===== config.mk =====
export PLATFORM = sky130hd
export DESIGN_NAME = iocl_top
export DESIGN_NICKNAME = d
export VERILOG_FILES = /design/src/logic/iocl_pkg.sv /design/src/logic/iocl_top.sv
export VERILOG_INCLUDE_DIRS = /design/src /design/src/logic
export SDC_FILE = /design/constraint.sdc
export NUM_CORES = 1
export LEC_CHECK = 0
export ABC_AREA = 0
export ABC_CLOCK_PERIOD_IN_PS = 4800
export BUFFER_PORTS_ARGS = -buffer_cell sky130_fd_sc_hd__buf_2
export CORE_ASPECT_RATIO = 0.9
export CORE_MARGIN = 10
export CORE_UTILIZATION = 40
export DETAILED_ROUTE_END_ITERATION = 16
export PLACE_DENSITY_LB_ADDON = 0.08
export SLEW_MARGIN = 5
export SYNTH_ARGS = -nofsm -noshare
export SYNTH_HDL_FRONTEND = slang
export SYNTH_SLANG_ARGS = --single-unit

===== constraint.sdc =====
create_clock -name clock -period 4.8 [get_ports clock]
set_input_delay 0 -clock clock [delete_from_list [all_inputs] [get_ports clock]]
set_output_delay 0 -clock clock [all_outputs]
set_load 0.01 [all_outputs]

===== src/logic/iocl_map.svh =====
// Purpose: named constants of the io copy telemetry link
// Assumes: 100 MHz clock
// Notes:   definitions only
`ifndef IOCL_MAP_SVH
`define IOCL_MAP_SVH
`define IOCL_CLK_PERIOD_NS  10
`define IOCL_MS_NS          1000000
`define IOCL_CYC_PER_MS     (`IOCL_MS_NS / `IOCL_CLK_PERIOD_NS)
`define IOCL_MS_PER_S       1000
`define IOCL_MS_PER_S_LAST  10'h3e7
`define IOCL_REFRESH_MIN_MS 16'h0064
`define IOCL_REFRESH_MAX_MS 16'hfde8
`define IOCL_ROLE_SERVER    2'h1
`define IOCL_ROLE_CLIENT    2'h2
`define IOCL_NSLOT          9
`define IOCL_IO4            3
`define IOCL_CH_SEP         8'h54
`define IOCL_CH_DIG         8'h44
`define IOCL_CH_REPLY       8'h52
`define IOCL_CH_ERR         8'h45
`define IOCL_CH_CR          8'h0d
`define IOCL_CH_TWO         8'h32
`define IOCL_CH_FIVE        8'h35
`define IOCL_FRM_VLO        3'h5
`define IOCL_FRM_PER        3'h6
`define IOCL_FRM_LAST       3'h7
`define IOCL_FAIL_LAST      3'h6
`endif


===== src/logic/iocl_pkg.sv =====
// Purpose: shared types of the io copy telemetry link
// Assumes: nothing
// Notes:   frame sequencer states, gray along idle-send-wait
package iocl_pkg;
    typedef enum logic [1:0] {
        st_idle = 2'h0,
        st_send = 2'h1,
        st_wait = 2'h3
    } iocl_state_t;
endpackage


===== src/logic/iocl_top.sv =====
// Purpose: io mirroring client/server with link supervision and routing
// Assumes: radio frames arrive pre-parsed; serial bytes are synchronous
// Notes:   numeric header frame form, one byte per address
`timescale 1ns/1ps
`include "iocl_map.svh"

module iocl_buf2 #(
    parameter int W = 8
) (
    input  wire logic         clock,
    input  wire logic         nrst,
    input  wire logic         in_valid,
    output logic              in_ready,
    input  wire logic [W-1:0] in_data,
    output logic              out_valid,
    input  wire logic         out_ready,
    output logic      [W-1:0] out_data
);
    logic [W-1:0] head_q;
    logic [W-1:0] skid_q;
    logic         head_v_q;
    logic         skid_v_q;
    wire          push      = in_valid & ~skid_v_q;
    wire          head_free = ~head_v_q | out_ready;

    assign in_ready  = ~skid_v_q;
    assign out_valid = head_v_q;
    assign out_data  = head_q;

    // skid slot keeps a word when the receiver stalls in the push cycle
    always_ff @(posedge clock or negedge nrst) begin
        if (!nrst) begin
            head_q   <= '0;
            skid_q   <= '0;
            head_v_q <= 1'b0;
            skid_v_q <= 1'b0;
        end else if (head_free) begin
            if (skid_v_q) begin
                head_q   <= skid_q;
                head_v_q <= 1'b1;
                skid_v_q <= 1'b0;
            end else begin
                head_q   <= in_data;
                head_v_q <= push;
            end
        end else if (push) begin
            skid_q   <= in_data;
            skid_v_q <= 1'b1;
        end
    end
endmodule

module iocl_watch (
    input  wire logic       clock,
    input  wire logic       nrst,
    input  wire logic       sec_tick,
    input  wire logic       seen,
    input  wire logic       take,
    input  wire logic [7:0] src,
    input  wire logic [7:0] period_s,
    output logic            used,
    output logic            hit,
    output logic            expired
);
    logic [7:0] addr_q;
    logic [7:0] per_q;
    logic [8:0] cnt_q;
    logic       used_q;
    logic       fired_q;
    logic       exp_q;
    wire        arm   = seen & (hit | take);
    wire  [8:0] limit = {per_q, 1'b1};
    // fires on the tick after limit whole seconds: up to one second late, never early
    wire        due   = sec_tick & used_q & ~fired_q & (cnt_q >= limit);

    assign used    = used_q;
    assign hit     = used_q & (addr_q == src);
    assign expired = exp_q;

    always_ff @(posedge clock or negedge nrst) begin
        if (!nrst) begin
            addr_q  <= 8'h00;
            per_q   <= 8'h00;
            cnt_q   <= 9'h000;
            used_q  <= 1'b0;
            fired_q <= 1'b0;
            exp_q   <= 1'b0;
        end else begin
            exp_q <= due & ~arm;
            if (arm) begin
                addr_q  <= src;
                per_q   <= period_s;
                used_q  <= 1'b1;
                cnt_q   <= 9'h000;
                fired_q <= 1'b0;
            end else if (due) begin
                fired_q <= 1'b1;
            end else if (sec_tick && used_q && !fired_q) begin
                cnt_q <= cnt_q + 9'h1;
            end
        end
    end
endmodule

module iocl_top
    import iocl_pkg::*;
#(
    parameter int CYC_PER_MS = `IOCL_CYC_PER_MS
) (
    input  wire logic        clock,
    input  wire logic        nrst,
    input  wire logic [1:0]  mirror_role_select,
    input  wire logic [7:0]  own_address,
    input  wire logic [7:0]  default_telemetry_peer,
    input  wire logic [7:0]  default_data_peer,
    input  wire logic [15:0] refresh_period_setting,
    input  wire logic        low_power_select,
    input  wire logic [8:0]  io_in,
    input  wire logic [8:0]  edge_enable,
    input  wire logic        rx_valid,
    input  wire logic [7:0]  rx_src,
    input  wire logic        rx_reply,
    input  wire logic        rx_edge_io4,
    input  wire logic [8:0]  rx_values,
    input  wire logic [7:0]  rx_period_s,
    output logic             tx_valid,
    input  wire logic        tx_ready,
    output logic      [7:0]  tx_data,
    output logic      [7:0]  tx_peer,
    output logic             tx_last,
    input  wire logic        ser_rx_valid,
    input  wire logic [7:0]  ser_rx_data,
    output logic             ser_tx_valid,
    input  wire logic        ser_tx_ready,
    output logic      [7:0]  ser_tx_data,
    output logic             data_tx_valid,
    output logic      [7:0]  data_tx_data,
    output logic      [7:0]  data_tx_peer,
    output logic             order_valid,
    output logic      [7:0]  order_data,
    output logic      [8:0]  io_out,
    output logic             ack_tx,
    output logic             standby,
    output logic      [8:0]  link_fail
);
    localparam logic [16:0] MS_LAST = 17'(CYC_PER_MS - 1);

    iocl_state_t st_q;
    logic [16:0] div_q;
    logic [9:0]  ms_q;
    logic [15:0] ref_q;
    logic [8:0]  prev_q;
    logic        edge_ok_q;
    logic        due_pend_q;
    logic        edge_pend_q;
    logic        rep_pend_q;
    logic [7:0]  rep_src_q;
    logic [2:0]  idx_q;
    logic [7:0]  frm_peer_q;
    logic [8:0]  frm_vals_q;
    logic        frm_client_q;
    logic [8:0]  io_out_q;
    logic        standby_q;
    logic [8:0]  fail_pend_q;
    logic [8:0]  link_fail_q;
    logic        fs_act_q;
    logic [2:0]  fs_idx_q;
    logic        ser_v_q;
    logic [7:0]  ser_d_q;
    logic        ack_q;
    logic        dtx_v_q;
    logic [7:0]  dtx_d_q;
    logic [7:0]  dtx_p_q;
    logic        ord_v_q;
    logic [7:0]  ord_d_q;
    logic [8:0]  alloc_sel;
    logic        found;
    logic [7:0]  frm_byte;
    logic [7:0]  fail_byte;
    logic [8:0]  hit;
    logic [8:0]  used;
    logic [8:0]  expired;
    logic        buf_in_ready;

    // role decode
    wire        is_server = mirror_role_select == `IOCL_ROLE_SERVER;
    wire        is_client = mirror_role_select == `IOCL_ROLE_CLIENT;

    wire        ms_tick  = div_q == MS_LAST;
    wire        sec_tick = ms_tick & (ms_q == `IOCL_MS_PER_S_LAST);

    // period clamp and its figure in whole seconds, rounded up
    wire [15:0] per_ms = (refresh_period_setting < `IOCL_REFRESH_MIN_MS) ?
                         `IOCL_REFRESH_MIN_MS :
                         (refresh_period_setting > `IOCL_REFRESH_MAX_MS) ?
                         `IOCL_REFRESH_MAX_MS : refresh_period_setting;
    wire [7:0]  per_s  = 8'((32'(per_ms) + `IOCL_MS_PER_S - 1) / `IOCL_MS_PER_S);
    wire        due    = is_client & ms_tick & (ref_q + 16'h1 >= per_ms);
    // prev_q has not seen the pins in the first cycle after reset: no false edge then
    wire [8:0]  edges  = (io_in ^ prev_q) & edge_enable & {9{edge_ok_q}};

    // a client may restart from wait: a lost reply must not stall it
    wire start_client = is_client & (st_q != st_send) &
                        (due_pend_q | edge_pend_q);
    wire start_server = is_server & (st_q == st_idle) & rep_pend_q;
    wire start        = start_client | start_server;

    wire new_frame  = rx_valid & ~rx_reply & is_server;
    wire reply_in   = rx_valid & rx_reply & is_client & (st_q == st_wait);
    wire any_hit    = |hit;
    wire byte_go    = (st_q == st_send) & buf_in_ready;
    wire frm_end    = byte_go & (idx_q == `IOCL_FRM_LAST);
    wire [2:0] idx_nx = (idx_q == `IOCL_FRM_VLO && !frm_client_q) ?
                        `IOCL_FRM_LAST : idx_q + 3'h1;

    wire [8:0] fail_pick = fail_pend_q & (~fail_pend_q + 9'h1);
    wire       fs_start  = ~fs_act_q & (|fail_pend_q);
    wire       ser_adv   = ~ser_v_q | ser_tx_ready;
    wire       ser_data  = default_data_peer != 8'h00;

    // frame bytes in digital read reply form
    always_comb begin
        case (idx_q)
            3'h0:          frm_byte = own_address;
            3'h1:          frm_byte = `IOCL_CH_SEP;
            3'h2:          frm_byte = `IOCL_CH_DIG;
            3'h3:          frm_byte = `IOCL_CH_REPLY;
            3'h4:          frm_byte = {7'h00, frm_vals_q[8]};
            `IOCL_FRM_VLO: frm_byte = frm_vals_q[7:0];
            `IOCL_FRM_PER: frm_byte = per_s;
            default:       frm_byte = `IOCL_CH_CR;
        endcase
    end

    // failure string on the serial link
    always_comb begin
        case (fs_idx_q)
            3'h0:    fail_byte = `IOCL_CH_TWO;
            3'h1:    fail_byte = `IOCL_CH_FIVE;
            3'h2:    fail_byte = `IOCL_CH_FIVE;
            3'h3:    fail_byte = `IOCL_CH_SEP;
            3'h4:    fail_byte = `IOCL_CH_DIG;
            3'h5:    fail_byte = `IOCL_CH_ERR;
            default: fail_byte = `IOCL_CH_CR;
        endcase
    end

    // first free slot; clients past the ninth are never tracked
    always_comb begin
        alloc_sel = 9'h000;
        found     = 1'b0;
        for (int i = 0; i < `IOCL_NSLOT; i++) begin
            if (!used[i] && !found) begin
                alloc_sel[i] = 1'b1;
                found        = 1'b1;
            end
        end
    end

    for (genvar g = 0; g < `IOCL_NSLOT; g++) begin : g_slot
        iocl_watch u_watch (
            .clock    (clock),
            .nrst     (nrst),
            .sec_tick (sec_tick),
            .seen     (new_frame),
            .take     (alloc_sel[g] & ~any_hit),
            .src      (rx_src),
            .period_s (rx_period_s),
            .used     (used[g]),
            .hit      (hit[g]),
            .expired  (expired[g])
        );
    end

    iocl_buf2 #(.W(17)) u_txbuf (
        .clock     (clock),
        .nrst      (nrst),
        .in_valid  (st_q == st_send),
        .in_ready  (buf_in_ready),
        .in_data   ({idx_q == `IOCL_FRM_LAST, frm_peer_q, frm_byte}),
        .out_valid (tx_valid),
        .out_ready (tx_ready),
        .out_data  ({tx_last, tx_peer, tx_data})
    );

    always_ff @(posedge clock or negedge nrst) begin
        if (!nrst) begin
            div_q <= 17'h00000;
            ms_q  <= 10'h000;
            ref_q <= 16'h0000;
        end else begin
            div_q <= ms_tick ? 17'h00000 : div_q + 17'h1;
            if (ms_tick) begin
                ms_q  <= sec_tick ? 10'h000 : ms_q + 10'h1;
                ref_q <= (due || !is_client) ? 16'h0000 : ref_q + 16'h1;
            end
        end
    end

    // pending flags: a new event in the clearing cycle wins
    always_ff @(posedge clock or negedge nrst) begin
        if (!nrst) begin
            prev_q      <= 9'h000;
            edge_ok_q   <= 1'b0;
            due_pend_q  <= 1'b0;
            edge_pend_q <= 1'b0;
            rep_pend_q  <= 1'b0;
            rep_src_q   <= 8'h00;
        end else begin
            prev_q      <= io_in;
            edge_ok_q   <= 1'b1;
            due_pend_q  <= due | (due_pend_q & ~start_client);
            edge_pend_q <= (is_client & (|edges)) |
                           (edge_pend_q & ~start_client);
            rep_pend_q  <= new_frame | (rep_pend_q & ~start_server);
            if (new_frame)
                rep_src_q <= rx_src;
        end
    end

    always_ff @(posedge clock or negedge nrst) begin
        if (!nrst) begin
            st_q         <= st_idle;
            idx_q        <= 3'h0;
            frm_peer_q   <= 8'h00;
            frm_vals_q   <= 9'h000;
            frm_client_q <= 1'b0;
        end else begin
            case (st_q)
                st_idle, st_wait: begin
                    if (start) begin
                        st_q         <= st_send;
                        idx_q        <= 3'h0;
                        frm_vals_q   <= io_in;
                        frm_client_q <= start_client;
                        frm_peer_q   <= start_client ? default_telemetry_peer
                                                     : rep_src_q;
                    end else if (reply_in || !is_client) begin
                        st_q <= st_idle;
                    end
                end
                st_send: begin
                    if (frm_end)
                        st_q <= frm_client_q ? st_wait : st_idle;
                    if (byte_go)
                        idx_q <= idx_nx;
                end
                default: st_q <= st_idle;
            endcase
        end
    end

    always_ff @(posedge clock or negedge nrst) begin
        if (!nrst) begin
            io_out_q  <= 9'h000;
            standby_q <= 1'b0;
        end else begin
            if (reply_in)
                io_out_q <= rx_values;
            else if (new_frame)
                io_out_q <= rx_edge_io4 ? rx_values & ~(9'h001 << `IOCL_IO4)
                                        : rx_values;
            standby_q <= low_power_select & is_client & (st_q == st_idle) &
                         ~due_pend_q & ~edge_pend_q & ~due;
        end
    end

    always_ff @(posedge clock or negedge nrst) begin
        if (!nrst) begin
            fail_pend_q <= 9'h000;
            link_fail_q <= 9'h000;
            fs_act_q    <= 1'b0;
            fs_idx_q    <= 3'h0;
            ser_v_q     <= 1'b0;
            ser_d_q     <= 8'h00;
            ack_q       <= 1'b0;
        end else begin
            fail_pend_q <= expired | (fail_pend_q & ~(fs_start ? fail_pick : 9'h000));
            link_fail_q <= expired | (link_fail_q & ~(new_frame ? hit : 9'h000));
            ack_q       <= fs_start;
            if (fs_start) begin
                fs_act_q <= 1'b1;
                fs_idx_q <= 3'h0;
            end else if (fs_act_q && ser_adv) begin
                fs_idx_q <= fs_idx_q + 3'h1;
                if (fs_idx_q == `IOCL_FAIL_LAST)
                    fs_act_q <= 1'b0;
            end
            if (ser_adv) begin
                ser_v_q <= fs_act_q;
                ser_d_q <= fail_byte;
            end
        end
    end

    always_ff @(posedge clock or negedge nrst) begin
        if (!nrst) begin
            dtx_v_q <= 1'b0;
            dtx_d_q <= 8'h00;
            dtx_p_q <= 8'h00;
            ord_v_q <= 1'b0;
            ord_d_q <= 8'h00;
        end else begin
            dtx_v_q <= ser_rx_valid & ser_data;
            ord_v_q <= ser_rx_valid & ~ser_data;
            dtx_d_q <= ser_rx_data;
            ord_d_q <= ser_rx_data;
            dtx_p_q <= default_data_peer;
        end
    end

    assign io_out        = io_out_q;
    assign standby       = standby_q;
    assign link_fail     = link_fail_q;
    assign ack_tx        = ack_q;
    assign ser_tx_valid  = ser_v_q;
    assign ser_tx_data   = ser_d_q;
    assign data_tx_valid = dtx_v_q;
    assign data_tx_data  = dtx_d_q;
    assign data_tx_peer  = dtx_p_q;
    assign order_valid   = ord_v_q;
    assign order_data    = ord_d_q;
endmodule


After elaboration in Yosys (flattened, before gate mapping):

Index checks and enable logic that the tools add are counted.

* div/mod/pow operators: 1
* equal/unequal tests: 42
* bitwise logic cells: 147
* multiplexer cells: 92
* reduce and logical (&&, ||, !) cells: 102
* add/subtract/negate cells: 17
* order comparisons: 12

Operators with widths (count)
* $mux W9: 31
* $add A9 B1 Y9 const B: 10
* $and A1 B1 Y1: 89
* $ge A9 B9 Y1: 9
* $eq A8 B8 Y1: 9
* $pmux W8 S7: 1
* $mux W16: 3
* $reduce_bool A2 Y1: 23
* $and A9 B9 Y9: 5
* $mux W1: 40
* $pmux W7 S5: 1
* $mux W17: 2
* $div A32 B10 Y32 const B: 1
* $not A1 Y1: 31
* $logic_and A1 B1 Y1: 28
* $not A9 Y9: 3
* $reduce_or A9 Y1: 3
* $logic_not A1 Y1: 26
* $reduce_and A2 Y1: 13
* $eq A3 B3 Y1 const B: 7
* $ne A2 B1 Y1 const B: 10
* $or A9 B9 Y9: 2
* $sub A17 B1 Y18 const B: 1
* $add A16 B10 Y17 const B: 1
* other kinds (30): 64

* output and inout port bits: 73
* register bits after elaboration: 435
* word-level logic and storage cells: 498

Logic depth before layout (Yosys ltp):

* word-level depth: 29
* depth in mapped cells: 29
* gate-level depth less buffers: 26

By module:

A second synthesis with hierarchy kept.

* cell total of the unflattened synthesis: 2383
* area total of the unflattened synthesis: 24522.3 um2

Modules (own cells, without submodules)
* iocl_watch (g_slot[0].u_watch ...): cells each 140, sequential area each 700.7 um2, area an instance 1490.2 um2, instances 8
* iocl_top: cells each 1033, sequential area each 3653.5 um2, area an instance 9399.0 um2, instances 1
* iocl_buf2: cells each 99, sequential area each 900.9 um2, area an instance 1672.9 um2, instances 1
* iocl_watch (g_slot[8].u_watch): cells each 131, sequential area each 700.7 um2, area an instance 1529.0 um2, instances 1

Worst setup path after synthesis:

OpenSTA, ideal clock, no wires.

* path kind: input-to-reg
* from: input refresh_period_setting[12]
* to: register u_txbuf.head_q[0] (netlist: u_txbuf.out_data[0])
* path slack: -1.920 ns
* cell stages on the path: 29
* buffers on the path: 4
* arrival: 6.646 ns
* path through: clkbuf_1 nand4_1 nor3_1 and2_1 buf_2 a21oi_1 nand2_1 ha_1 or2b_4 a311oi_4 mux2_4 or4_1 nand3_2 nand4_1 a211o_1 and2_4 o31a_1 or2_1 buf_6 a21oi_4 mux2_4 a31oi_1 buf_2 o21ai_1 nand4_1 o21ai_0 a2bb2oi_1 or4_4 a21oi_2

* word-level cells in the longest chain between the ends: 8

RTL lines
* from (decl): line iocl_top.sv:116 `input wire logic [15:0] refresh_period_setting,`
* $gt A16 B16 Y1 (no source line)
* $mux W16: line iocl_top.sv:195 `` (refresh_period_setting > `IOCL_REFRESH_MAX_MS) ? ``
* $mux W16 (*): line iocl_top.sv:193 `` wire [15:0] per_ms = (refresh_period_setting < `IOCL_REFRESH_MIN_MS) ? ``
* $add A16 B10 Y17 (no source line) (*)
* $sub A17 B1 Y18 (*): line iocl_top.sv:197 `` wire [7:0] per_s = 8'((32'(per_ms) + `IOCL_MS_PER_S - 1) / `IOCL_MS_PER_S); ``
* $div A32 B10 Y32 (no source line) (*)
* $pmux W8 S7 (*): line iocl_top.sv:223 `case (idx_q)`
* $mux W17 (*): line iocl_top.sv:38 `if (skid_v_q) begin`
* to (signal assigned): line iocl_top.sv:39 `head_q <= skid_q;`
* to (signal assigned): line iocl_top.sv:43 `head_q <= in_data;`
* to (decl): line iocl_top.sv:19 `logic [W-1:0] head_q;`

Mark *: on every way between the ends. The rest lies on a longest branch, timed or not.
A chain may end at the register's enable or synchronous reset.

Worst setup path after layout:

* from: input refresh_period_setting[15]
* to: register u_txbuf.head_q[0] (netlist: u_txbuf.out_data[0])

The elaborated chain is that of the path after synthesis.

==> results.txt <==
Antenna Nets Post-Route - 0
Hold Path Class - input port to register
CP Max Fanout - 6
Maximum vdd drop - 0.000282 V
Number of synthesized flops with an enable pin - 0
Count of state elements after synthesis - 434
DIE HEIGHT - 250 um
Core ar. - 58200 um2
Compound-Gate Fraction of Synth Area - 13.6%
Syn Area/Cell - 9.59 um2
Yosys top cell by area - dfrtp_1
Synth top area cells - dfrtp_1, ha_1, nand2_1
Adder-cell share of the synthesized area - 6.23%
Share of cells above drive strength 1 - 23.6%
Rel. slew slack - 33.4%
Setup violators final - 6
Worst EP arrival - 6.08 ns
DR DRC count - 0
Failing checks - negative setup slack
Routed len/inst - 17.8 um
RSZ-0062 raised after global routing - yes
Fin cells - 3703
Avg Vias per Cell - 5.09
Post-Syn Nets - 2665
Final TNS setup - -3.28 ns
Total power - 0.0115 W
P&R area growth vs syn - 26.4%
Hold Violations, Final - 0
Dpl cells - 3518
Worst-margin pin slew - 0.990 ns
Share of the synthesized area in the top cell type - 46.3%
Synth cell count leaders - dfrtp_1, nand2_1, nor2_1
DPL Wire Length - 47300 um
Crit end category - register
Final setup margin - -0.782 ns
Largest net degree at the start of global routing - 149
Vias in the first global route - 18.8k
Bufs on Longest Clock Path - 3
Power per cell area - 389 nW/um2
Clk sinks - 434
Final clock skew - 0.0148 ns
Antenna violations before repair - 0
Layout Nets - 3110
Rows - 84
Post-synthesis simple-gate area fraction - 17.6%
Synth Area in XOR/XNOR - 7.31%
Yosys warnings - 0
Multi-input gate area - 12100 um2
Total track usage - 19.2%
Max-Cap Viols - 0
Die W - 275 um
Grt ovf - 0
First-pass GRT wire length - 107000 um
Clk root buf - clkbuf_16
Mux cell area share after synthesis - 4.98%
Clock transition at the registers of the reported paths - 0.06 ns
Area of the die - 68800 um2
Mapped Area - 23500 um2
Worst Setup Start Kind - input port
Seq/Total Area, Yosys - 46.3%
CTS Buf Count - 50
H-tree depth - 2
Highest clock rate - 0.179 GHz
# diodes - 0
Clk_lat worst skew - 0.58 ns
DR pass1 iterations - 5
Synth cell types - 111
Fin crit share - 116%
Initial core utilization - 40.3%
Initial drt markers - 1143
Syn Inst Count - 2447
Routability congestion estimate - 0.858
I/O Pins - 175
Worst path required time - 5.30 ns
Register Area - 10900 um2
Main combinational cell family by area after synthesis - simple AND/OR/NAND/NOR gates
Status - complete, but fails checks
Vias - 18.9k
CTS tree - yes
Tmin final - 5.58 ns
Setup CP Type - input port to register
Top-count cell post-synth - dfrtp_1
Fill cells - 5435
Static leakage - 14.2 nW
Asr flop ratio synth - 100%
Main synth FF type - dfrtp_1
Pins Over Slew Limit - 0
PortBufs - 173
Drt total wl - 65900 um
-- cell usage in the layout (no fill, tap or decap), types with 77 or more instances in the layout --
| cell type | Yosys | final |
|---|---|---|
| buf_2 | 7 | 170 |
| buf_4 | 10 | 247 |
| dfrtp_1 | 434 | 434 |
| dlygate4sd3_1 | 0 | 77 |
| ha_1 | 116 | 115 |
| inv_1 | 120 | 120 |
| nand2_1 | 374 | 372 |
| nand3_1 | 81 | 79 |
| nor2_1 | 182 | 179 |
| o21ai_0 | 175 | 170 |
| xnor2_1 | 94 | 90 |
| xor2_1 | 100 | 100 |
-- metrics by stage --
step                area, um2  setup slack [ns]  util (%)  hold slack, ns
floorplan               23600             -1.40         -          -0.296
global placement        26800             -1.48      46.0        -0.00767
detailed placement      26800             -1.57      46.0        -0.00852
CTS                     29500            -0.678      50.6          0.0267
global route            29700             -1.01      51.0          0.0477
finish                  29700            -0.782      51.0          0.0552
-- state kept, by name, summed over array words and instances, names as in the netlist, 9 cells and up --
name / flops
g_slot.u_watch.cnt_q: 81
g_slot.u_watch.fired_q: 9
ms_q: 10
u_txbuf.skid_q: 17
link_fail: 9
g_slot.u_watch.expired: 9
fail_pend_q: 9
g_slot.u_watch.used: 9
u_txbuf.out_data: 17
frm_vals_q: 9
ref_q: 16
g_slot.u_watch.addr_q: 72
io_out: 9
prev_q: 9
div_q: 17
g_slot.u_watch.per_q: 72
-- layout make-up --
class                   count  share of cell area (%)
repair buffers            503                    12.2
well taps                 774                    3.26
inverters                 123                    1.56
clock inverters            12                   0.514
clock buffers              77                    5.06
flip-flops and latches    434                    36.6
multi-input cells        1780                    40.8
-- path summary, 6_finish.rpt --
check                                                 from                          to  slack (ns)  cells after the start
worst max-delay path            refresh_period_setting[15]         u_txbuf.out_data[0]       -0.78                     25
min in group asynchronous                             nrst                    ref_q[1]        0.11                      3
worst min register to register   g_slot[8].u_watch.expired                link_fail[8]        0.44                      1
max in group asynchronous                             nrst  g_slot[5].u_watch.per_q[3]        3.91                      3
worst max register to register                    ref_q[0]                   ref_q[11]        0.41                     21
worst min-delay path                        own_address[6]           u_txbuf.skid_q[6]        0.06                      6
-- critical path, stage by stage --
cell	delay, ns
buf_6	0.09
or4_4	0.56
nor3_4	0.19
a21oi_4	0.09
nand2_2	0.10
ha_4	0.15
or2b_4	0.30
a311oi_4	0.26
mux2_4	0.36
or4_4	0.45
nand3_4	0.08
nand4_1	0.19
a211o_1	0.42
and2_4	0.20
o31a_1	0.26
or2_4	0.29
a21oi_4	0.17
mux2_4	0.35
a31o_1	0.25
a32oi_2	0.25
o21ai_4	0.11
buf_4	0.14
a2bb2oi_1	0.14
or4_4	0.53
a21oi_2	0.14
-- kinds of logic (layout without fill, tap and decap cells) --
| family | Yosys count | count (layout) |
|---|---|---|
| and+or+nand+nor | 885 | 885 |
| AOI/OAI and AO/OA | 476 | 476 |
| DFF | 434 | 434 |
| muxes | 105 | 105 |
| buffers and inverters | 233 | 715 |
| other | 2 | 2 |
| xor gates and xnor gates | 195 | 195 |
| adders and majority gates | 117 | 117 |
-- metal layers --
| layer | wire length (um) | vias to the layer above | share of wire, % | track usage [%] |
|---|---|---|---|---|
| li1 | - | 9344 | - | - |
| met1 | 32900 | 9121 | 50 | 28.2 |
| met2 | 29000 | 325 | 44 | 29.1 |
| met3 | 3080 | 66 | 4.7 | 3.16 |
| met4 | 1010 | 0 | 1.5 | 3.84 |
| met5 | 0 | - | 0 | 0 |
-- where the power goes --
part           switching (W)  internal, W
clock                0.00152      0.00230
combinational        0.00157      0.00140
sequential          0.000447      0.00430
total                0.00353      0.00800
-- what timing repair did --
item / CTS / global route
setup endpoints to repair: 6 / 22
hold buffers: 78 / 0
setup buffers: 10 / 8
hold endpoints to repair: 285 / 0
gates resized for setup: 30 / 25
pin swaps: 15 / 15
No activity file was read; power rests on OpenSTA's default activity.
